$ cat config.mk
export PLATFORM = sky130hd
export DESIGN_NAME = cgpl_loop_ctrl
export DESIGN_NICKNAME = d
export VERILOG_FILES = /design/src/design/cgpl_pkg.sv /design/src/design/cgpl_div_if.sv /design/src/design/cgpl_loop_ctrl.sv /design/src/design/cgpl_mod_div.sv
export SDC_FILE = /design/constraint.sdc
export NUM_CORES = 1
export LEC_CHECK = 0
export BUFFER_PORTS_ARGS = -buffer_cell sky130_fd_sc_hd__buf_2
export CORE_MARGIN = 2
export CORE_UTILIZATION = 59
export CTS_BUF_LIST = sky130_fd_sc_hd__clkbuf_4
export DETAILED_ROUTE_END_ITERATION = 8
export PLACE_DENSITY = 0.94
export REMOVE_ABC_BUFFERS = 1
export SYNTH_ARGS = -nofsm -noshare
export SYNTH_HDL_FRONTEND = slang
export SYNTH_SLANG_ARGS = --single-unit
$ cat constraint.sdc
create_clock -name ref_clk -period 6.3 [get_ports ref_clk]
set_input_delay 1.26 -clock ref_clk [delete_from_list [all_inputs] [get_ports ref_clk]]
set_output_delay 1.26 -clock ref_clk [all_outputs]
set_load 0.02 [all_outputs]
$ cat src/design/cgpl_pkg.sv
// constants shared by the loop control block and its dividers
package cgpl_pkg;
   localparam int          CNT_W        = 12;    // modulo divider counter width
   localparam int          REF_DIV_W    = 4;     // reference divide factor width
   localparam int          FB_MOD_W     = 12;    // feedback modulo factor width
   localparam int          LIN_W        = 8;     // vco linear factor width
   localparam int          EXP_W        = 2;     // range exponent and prescaler width
   localparam int          KHZ_W        = 21;    // frequency report width in kHz
   localparam int          NOM_KHZ      = 125;   // nominal base frequency
   localparam int          LOCK_PERIODS = 4;     // matching reference periods to settle
   localparam int          RUN_W        = 4;     // settle run counter width
   localparam logic [KHZ_W-1:0] NOM_KHZ_V = KHZ_W'(NOM_KHZ);
endpackage

$ cat src/design/cgpl_div_if.sv
// connection between the loop control and one modulo edge divider
`timescale 1ns/100ps
interface cgpl_div_if #(parameter int W = cgpl_pkg::CNT_W);
   logic         in_tick;
   logic [W-1:0] modulus;
   logic         out_tick;
   modport src (output in_tick, output modulus, input out_tick);
   modport div (input in_tick, input modulus, output out_tick);
endinterface

$ cat src/design/cgpl_loop_ctrl.sv
// loop divider, phase and lock detection and filter mode control
`timescale 1ns/100ps
// Function
// - centre frequency is linear factor times two to exponent times 125 kHz.
// - vco span runs from half to double the centre frequency.
// - reference input is divided by modulo factor R into divided reference.
// - vco passes a 2^P prescaler then modulo N to form feedback.
// - phase detector pulses up or down by phase difference of both clocks.
// - lock detector compares frequencies per reference period, sets mode and lock.
// - acquisition makes large corrections; tracking select reads clear.
// - tracking applies when not acquiring or when tracking select is set.
// - automatic bandwidth lets the lock detector switch modes itself.
// - automatic mode: tracking select read-only, set inside tolerance.
// - automatic mode: settled read-only, set inside tolerance, cleared outside.
// - automatic mode with enable set: interrupt on every settled toggle.
// - manual mode: tracking select is written directly to choose mode.
// - manual mode: settled indication disabled, no interrupts raised.
// - manual mode: change flag and settled read zero.
// - manual mode: interrupt enable forced zero, writes ignored.
module cgpl_loop_ctrl #(
   parameter int LOCK_PERIODS = cgpl_pkg::LOCK_PERIODS
) (
   input  wire logic                            ref_clk,
   input  wire logic                            sys_rst,
   input  wire logic                            buffered_ref_clock,
   input  wire logic                            vco_clock,
   input  wire logic                            loop_power_en,
   input  wire logic                            auto_bw,
   input  wire logic                            tracking_select_wr,
   input  wire logic                            settle_change_irq_en_wr,
   input  wire logic                            flag_clear,
   input  wire logic                            base_source_sel,
   input  wire logic [cgpl_pkg::REF_DIV_W-1:0]  ref_div_r,
   input  wire logic [cgpl_pkg::FB_MOD_W-1:0]   fb_mod_n,
   input  wire logic [cgpl_pkg::EXP_W-1:0]      prescale_p,
   input  wire logic [cgpl_pkg::EXP_W-1:0]      range_e,
   input  wire logic [cgpl_pkg::LIN_W-1:0]      linear_l,
   output logic                                 divided_ref_clock,
   output logic                                 prescaled_vco_clock,
   output logic                                 feedback_clock,
   output logic                                 pump_up,
   output logic                                 pump_dn,
   output logic                                 filter_tracking,
   output logic                                 tracking_select,
   output logic                                 settled,
   output logic                                 settle_change_flag,
   output logic                                 settle_change_irq_en,
   output logic                                 irq,
   output logic                                 base_source_eff,
   output logic [cgpl_pkg::KHZ_W-1:0]           centre_freq_khz,
   output logic [cgpl_pkg::KHZ_W-1:0]           vco_min_khz,
   output logic [cgpl_pkg::KHZ_W-1:0]           vco_max_khz
);
   localparam int KW = cgpl_pkg::KHZ_W;
   localparam int RW = cgpl_pkg::RUN_W;
   localparam logic [RW-1:0] LOCK_RUN = RW'(LOCK_PERIODS);

   if (LOCK_PERIODS < 1 || LOCK_PERIODS > 15) begin : g_chk
      $error("cgpl_loop_ctrl: LOCK_PERIODS out of range");
   end

   function automatic logic [KW-1:0] centre_khz(input logic [cgpl_pkg::LIN_W-1:0] l,
                                               input logic [cgpl_pkg::EXP_W-1:0] e);
      logic [KW-1:0] t;
      t = KW'(l) << e;
      return KW'(t * cgpl_pkg::NOM_KHZ_V);
   endfunction

   // ---------------------------------------------------------------
   // pin synchronisers
   // ---------------------------------------------------------------
   logic [1:0] s1, s2, s3, pin_state, next_pin_state;
   logic       ref_rise, vco_rise;

   always_comb begin
      next_pin_state = pin_state;
      for (int i = 0; i < 2; i++) begin
         if (s2[i] == s3[i]) begin
            next_pin_state[i] = s3[i];
         end
      end
   end

   always_ff @(posedge ref_clk) begin
      if (sys_rst) begin
         s1        <= '0;
         s2        <= '0;
         s3        <= '0;
         pin_state <= '0;
      end else begin
         s1        <= {vco_clock, buffered_ref_clock};
         s2        <= s1;
         s3        <= s2;
         pin_state <= next_pin_state;
      end
   end

   assign ref_rise = next_pin_state[0] & ~pin_state[0];
   assign vco_rise = next_pin_state[1] & ~pin_state[1];

   // ---------------------------------------------------------------
   // dividers
   // ---------------------------------------------------------------
   logic loop_active;
   // a zero linear factor keeps the loop off
   assign loop_active = loop_power_en && (linear_l != '0);

   cgpl_div_if #(.W(cgpl_pkg::CNT_W)) ref_if ();
   cgpl_div_if #(.W(cgpl_pkg::CNT_W)) pre_if ();
   cgpl_div_if #(.W(cgpl_pkg::CNT_W)) fb_if  ();

   assign ref_if.in_tick = ref_rise;
   assign ref_if.modulus = cgpl_pkg::CNT_W'(ref_div_r);
   assign pre_if.in_tick = vco_rise;
   assign pre_if.modulus = cgpl_pkg::CNT_W'(1) << prescale_p;
   assign fb_if.in_tick  = pre_if.out_tick;
   assign fb_if.modulus  = fb_mod_n;

   cgpl_mod_div #(.W(cgpl_pkg::CNT_W)) u_ref_div (
      .ref_clk (ref_clk),
      .sys_rst (sys_rst),
      .enable  (loop_active),
      .d       (ref_if)
   );
   cgpl_mod_div #(.W(cgpl_pkg::CNT_W)) u_pre_div (
      .ref_clk (ref_clk),
      .sys_rst (sys_rst),
      .enable  (loop_active),
      .d       (pre_if)
   );
   cgpl_mod_div #(.W(cgpl_pkg::CNT_W)) u_fb_div (
      .ref_clk (ref_clk),
      .sys_rst (sys_rst),
      .enable  (loop_active),
      .d       (fb_if)
   );

   logic ref_tick, fb_tick;
   assign ref_tick = ref_if.out_tick;
   assign fb_tick  = fb_if.out_tick;

   // ---------------------------------------------------------------
   // detectors and filter mode
   // ---------------------------------------------------------------
   logic          next_divided_ref_clock, next_prescaled_vco_clock, next_feedback_clock;
   logic          next_up, next_dn, next_tracking, next_settled, next_flag;
   logic          next_irq, next_base, settled_prev, next_settled_prev;
   logic [1:0]    fb_cnt, next_fb_cnt;
   logic [RW-1:0] run, next_run;
   logic          in_tol, next_in_tol, flag;
   logic [KW-1:0] next_centre;
   logic [2:0]    seen;

   always_comb begin
      next_divided_ref_clock   = divided_ref_clock ^ ref_tick;
      next_prescaled_vco_clock = prescaled_vco_clock ^ pre_if.out_tick;
      next_feedback_clock      = feedback_clock ^ fb_tick;
      // tri-state phase detector: both pending cancels
      next_up = pump_up | ref_tick;
      next_dn = pump_dn | fb_tick;
      if (next_up && next_dn) begin
         next_up = 1'b0;
         next_dn = 1'b0;
      end
      // frequency comparison: exactly one feedback edge per reference period
      seen        = 3'(fb_cnt) + 3'(fb_tick);
      next_fb_cnt = fb_cnt;
      next_run    = run;
      next_in_tol = in_tol;
      if (ref_tick) begin
         next_fb_cnt = '0;
         if (seen == 3'h1) begin
            if (run < LOCK_RUN) begin
               next_run = RW'(run + RW'(1));
            end
            next_in_tol = (next_run >= LOCK_RUN);
         end else begin
            next_run    = '0;
            next_in_tol = 1'b0;
         end
      end else if (fb_tick && fb_cnt != 2'h3) begin
         next_fb_cnt = 2'(fb_cnt + 2'h1);
      end
      // auto: detector picks mode; manual: written bit picks it
      next_tracking = auto_bw ? next_in_tol : tracking_select_wr;
      next_settled  = auto_bw & next_in_tol;
      next_settled_prev = settled;
      // a toggle in the same cycle as a clear keeps the flag set
      next_flag = auto_bw & ((settled != settled_prev) | (flag & ~flag_clear));
      next_irq  = next_flag & auto_bw & settle_change_irq_en_wr;
      next_base = base_source_sel & loop_active;
      if (!loop_active) begin
         next_up       = 1'b0;
         next_dn       = 1'b0;
         next_fb_cnt   = '0;
         next_run      = '0;
         next_in_tol   = 1'b0;
         next_tracking = 1'b0;
         next_settled  = 1'b0;
      end
      next_centre = centre_khz(linear_l, range_e);
   end

   always_ff @(posedge ref_clk) begin
      if (sys_rst) begin
         divided_ref_clock   <= 1'b0;
         prescaled_vco_clock <= 1'b0;
         feedback_clock      <= 1'b0;
         pump_up             <= 1'b0;
         pump_dn             <= 1'b0;
         fb_cnt              <= '0;
         run                 <= '0;
         in_tol              <= 1'b0;
         filter_tracking     <= 1'b0;
         settled             <= 1'b0;
         settled_prev        <= 1'b0;
         flag                <= 1'b0;
         irq                 <= 1'b0;
         base_source_eff     <= 1'b0;
         centre_freq_khz     <= '0;
         vco_min_khz         <= '0;
         vco_max_khz         <= '0;
      end else begin
         divided_ref_clock   <= next_divided_ref_clock;
         prescaled_vco_clock <= next_prescaled_vco_clock;
         feedback_clock      <= next_feedback_clock;
         pump_up             <= next_up;
         pump_dn             <= next_dn;
         fb_cnt              <= next_fb_cnt;
         run                 <= next_run;
         in_tol              <= next_in_tol;
         filter_tracking     <= next_tracking;
         settled             <= next_settled;
         settled_prev        <= next_settled_prev;
         flag                <= next_flag;
         irq                 <= next_irq;
         base_source_eff     <= next_base;
         centre_freq_khz     <= next_centre;
         vco_min_khz         <= next_centre >> 1;
         vco_max_khz         <= KW'(next_centre << 1);
      end
   end

   assign tracking_select      = filter_tracking;
   assign settle_change_flag   = flag & auto_bw;
   assign settle_change_irq_en = settle_change_irq_en_wr & auto_bw;

   // ---------------------------------------------------------------
   // checks
   // ---------------------------------------------------------------
   property p_pfd_excl;
      @(posedge ref_clk) disable iff (sys_rst)
      !(pump_up && pump_dn);
   endproperty
   a_pfd_excl: assert property (p_pfd_excl) else $error("both pump pulses active");

   property p_off_acq;
      @(posedge ref_clk) disable iff (sys_rst)
      !loop_power_en |=> !filter_tracking && !settled && !pump_up && !pump_dn;
   endproperty
   a_off_acq: assert property (p_off_acq) else $error("loop off but not acquiring");

   property p_manual_mode;
      @(posedge ref_clk) disable iff (sys_rst)
      (!auto_bw && loop_active) |=> (filter_tracking == $past(tracking_select_wr));
   endproperty
   a_manual_mode: assert property (p_manual_mode) else $error("manual mode not followed");

   property p_auto_track;
      @(posedge ref_clk) disable iff (sys_rst)
      (auto_bw && loop_active) |=> (filter_tracking == settled);
   endproperty
   a_auto_track: assert property (p_auto_track) else $error("auto mode differs from settled");

   property p_toggle_irq;
      @(posedge ref_clk) disable iff (sys_rst)
      (auto_bw && settle_change_irq_en_wr && settled != $past(settled)) |=> irq;
   endproperty
   a_toggle_irq: assert property (p_toggle_irq) else $error("settle toggle raised no irq");

   property p_manual_quiet;
      @(posedge ref_clk) disable iff (sys_rst)
      (!auto_bw && $past(!auto_bw)) |-> !settled && !settle_change_flag && !irq;
   endproperty
   a_manual_quiet: assert property (p_manual_quiet) else $error("manual mode shows status");

   property p_base_gate;
      @(posedge ref_clk) disable iff (sys_rst)
      !loop_active |=> !base_source_eff;
   endproperty
   a_base_gate: assert property (p_base_gate) else $error("vco base clock with loop off");

   property p_centre;
      @(posedge ref_clk) disable iff (sys_rst)
      $stable(linear_l) && $stable(range_e) |=>
      centre_freq_khz == KW'((KW'($past(linear_l)) << $past(range_e)) * cgpl_pkg::NOM_KHZ) &&
      vco_max_khz == KW'(centre_freq_khz << 1) && vco_min_khz == (centre_freq_khz >> 1);
   endproperty
   a_centre: assert property (p_centre) else $error("centre frequency wrong");
endmodule

$ cat src/design/cgpl_mod_div.sv
// modulo divider of single-cycle edge ticks
`timescale 1ns/100ps
module cgpl_mod_div #(
   parameter int W = cgpl_pkg::CNT_W
) (
   input  wire logic   ref_clk,
   input  wire logic   sys_rst,
   input  wire logic   enable,
   cgpl_div_if.div     d
);
   logic [W-1:0] count;
   logic [W-1:0] next_count;
   logic         tick;
   logic         next_tick;
   logic [W-1:0] last;

   if (W < 1 || W > 16) begin : g_chk
      $error("cgpl_mod_div: width out of range");
   end

   // zero modulus behaves as one
   assign last = (d.modulus == '0) ? '0 : W'(d.modulus - W'(1));

   always_comb begin
      next_count = count;
      next_tick  = 1'b0;
      if (!enable) begin
         next_count = '0;
      end else if (d.in_tick) begin
         if (count >= last) begin
            next_count = '0;
            next_tick  = 1'b1;
         end else begin
            next_count = W'(count + W'(1));
         end
      end
   end

   always_ff @(posedge ref_clk) begin
      if (sys_rst) begin
         count <= '0;
         tick  <= 1'b0;
      end else begin
         count <= next_count;
         tick  <= next_tick;
      end
   end

   assign d.out_tick = tick;

   property p_tick_cause;
      @(posedge ref_clk) disable iff (sys_rst)
      d.out_tick |-> $past(d.in_tick) && $past(enable);
   endproperty
   a_tick_cause: assert property (p_tick_cause) else $error("divider tick without input");
endmodule

==> key figures <==
Timing
  – Fin. Hold Viols: 0
  – Minimum clock period: 5.79 ns
  – Setup ws final: between 0.5 and 0.6 ns
  – Max-slew violations: 0
  – Measured slew at the worst slew-check pin: around 0.66 ns
  – Setup_tns: 0 ns
  – Worst clock skew: about 0.021 ns
  – Hold WS: between 0.4 and 0.5 ns
  – RSZ-0062 raised after global routing: false
  – Fmax: between 0.15 and 0.2 GHz
  – Fin crit share: 0.918
  – Final setup viols: 0
  – Max-slew headroom at the worst pin: 0.559

Logic synthesis
  – Largest family of logic cells by synthesized area: adder cells
  – Post-synthesis sequential area ratio: 0.264
  – Netlist Area Pre-Place: between 6000 and 7000 um^2
  – Synthesis-stage register bit count: 85
  – Fraction of registers with async set/reset: 0
  – Synth top area share: 0.264
  – Synth top area cells: dfxtp_1 (26%), ha_1 (16%), fa_1 (10%)
  – Distinct cell type count after synthesis: between 40 and 50
  – Gate Count Post-Synth: between 700 and 800
  – Mux contribution to synthesized area: 0.0214
  – Synth Area in Compound Gates: 0.101
  – Xor/xnor cell area share of the yosys netlist: 0.0667
  – Post-Synth Adder-Cell Area: 0.255
  – YS warnings: 0
  – Post-synth EDFFs: 0
  – Avg Cell Area, Syn: around 8.7 um^2
  – Simple-Gate Fraction of Synth Area: 0.196
  – Dominant synthesized flop cell: dfxtp_1
  – Cell taking the most area after synthesis: dfxtp_1

Flow run
  – Max cap viols: 0

Clock network
  – Hold buffer count at CTS: 0
  – Clock sink count: 85
  – Postcts setup bufs: 0
  – Clk_lat worst skew: roughly 0.43 ns
  – Root Driver: clkbuf_4
  – CTS Buf Count: 9
  – Resized Gates After CTS: 0
  – TritonCTS clock tree: done
  – Max Buffers Root-to-Sink: 2
  – H-tree depth: 3
  – Clock-pin slew on the worst setup and hold paths: between 0.1 and 0.15 ns

Route
  – Routed Antenna Nets: 0
  – DR WL/cell: roughly 13 um
  – Initial DRC Count: 174
  – Avg Vias per Cell: approximately 5.3
  – Drt first pass iters: 4
  – DRC violations left: 0
  – Vias: between 5000 and 6000
  – Routed WL: 12700 um

Pwr
  – Register share of total power: 0.247
  – Clock Power Share: 0.143
  – Design Power: around 2400 uW
  – Combinational group share of total power: 0.610
  – Pint: approximately 1300 uW
  – Psw: ~1100 uW
  – Switching share of power: 0.459
  – Pwr Density: around 350 nW/um^2
  – Leak: 0.00348 uW
  – Max IR drop VDD: around 0.00032 V

Place
  – Post-Place Setup Slack: ~0.046 ns
  – Final HPWL DP: around 10000 um
  – GPL Wtd Cong: 0.880
  – PortBufs: approximately 110

Final layout
  – Fillers: approximately 910
  – Share of cells above drive strength 1: 0.178
  – Diodes inserted: 0
  – Fin util: 0.653
  – Leading cell types in the layout, fill and taps excluded: buf_2 (108), dfxtp_1 (85), ha_1 (80)
  – Layout Area Growth over Synthesis: 9.06%
  – Multi-input logic area: 4170 um^2
  – NumNets Final: slightly below 1000
  – Most common cell after layout, fill and taps aside: buf_2
  – Register area: about 1700 um^2

Floorplan
  – Initial Utilization: 0.599
  – I/O pin count: roughly 110
  – Area of the die: between 10000 and 15000 um^2
  – Die width: between 100 and 150 um
  – Core area: ~11000 um^2
  – Row cnt: 38
  – Die height: between 100 and 150 um

Outcome
  – Status: completed

Setup path
  – Worst r2r src: u_fb_div.count[0]
  – CP Max Fanout: 15
  – Crit start category: input pin
  – Reg2reg path depth: 8
  – R2R Setup Slk: 3.79 ns
  – Crit. Startpoint: range_e[1]
  – Critical path destination: centre_freq_khz[18]
  – Reg-to-reg endpoint: u_fb_div.count[10]
  – Data arrival, critical path: ~6 ns
  – Worst Setup End Kind: flip-flop
  – Worst Setup Path Type: input pin to flip-flop
  – Worst path required time: approximately 6.6 ns

Global routing
  – Vias in the first global route: roughly 5000
  – Total GRT Usage: 0.230
  – Global-route wire length before repair: 21800 um
  – Initial antenna violation count: 0
  – Largest net degree at the start of global routing: 35
  – Overflow after GRT: 0

Min path
  – HP Start: s1[1]
  – Worst Hold Class: flip-flop to flip-flop
  – Hold depth: 1
## cell usage after synthesis (all sizes together), types with 10 or more instances
library cell  number
a21o              14
a21oi             40
and3              12
buf               45
clkbuf            12
dfxtp             85
fa                32
ha                80
inv               61
nand2             63
nand3             25
nor2              75
nor2b             19
nor3              19
o21ai             18
or2               10
xnor2             15
xor2              34
## worst min path at each step
stage | endpoint | slack [ns]
after floorplan | s2[0] | 0.41
after global placement | s2[1] | 0.42
after detailed placement | s2[0] | 0.43
after CTS | s2[1] | 0.46
after global routing | s2[0] | 0.48
final | s2[1] | 0.46
## area by class of cell
class	count	share of cell area
repair buffers	113	0.0824
flip-flops and latches	85	0.243
inverters	61	0.0326
clock buffers	11	0.0118
well taps	140	0.0250
clock inverters	5	0.0121
multi-input cells	551	0.594
## critical path, stage by stage
cell and delay [ns]:
buf_2 0.25, mux2_2 0.38, or2_2 0.27, nand2_1 0.16, inv_1 0.14, fa_1 0.57
inv_1 0.06, fa_1 0.53, inv_1 0.06, fa_1 0.50, fa_1 0.44, ha_1 0.38
a21oi_1 0.36, o21ai_0 0.20, a311oi_1 0.30, o21ai_1 0.13, mux2i_1 0.13
## layer usage
layer | GRT usage | up-vias | part of all wire
li1 | - | 2600 | -
met1 | 0.265 | 2414 | 0.42
met2 | 0.426 | 105 | 0.53
met3 | 0.0398 | 21 | 0.030
met4 | 0.0833 | 0 | 0.019
met5 | 0 | - | 0
## kinds of logic (layout without fill, tap and decap cells)
logic type               Yosys count  after routing
multiplexers                      13             13
buffers and inverters            118            190
flip-flops                        85             85
AND/OR/NAND/NOR                  262            262
other                              2             13
AO/OA/AOI/OAI                    102            102
adder cells (fa/ha/maj)          112            112
XOR/XNOR                          49             49
## flip-flops by register name, summed over array words and instances, names as in the netlist, 2 cells and up
signal / count
centre_freq_khz: 20
fb_cnt: 2
pin_state: 2
run: 4
s1: 2
s2: 2
s3: 2
u_fb_div.count: 12
u_pre_div.count: 12
u_ref_div.count: 12
## stage by stage
stage,cells,area (um^2)
floorplan,697,6100
global placement,950,6850
detailed placement,950,6850
CTS,966,7020
global route,966,7020
finish,966,7020
## power by group through the flow
stage	combinational (uW)	clock, uW	sequential [uW]
floorplan	952	0	746
global placement	1400	0	615
detailed placement	1480	0	616
CTS	1490	359	604
global route	1680	383	610
finish	1490	349	604
Note: power is estimated with default switching activity, not from simulation.
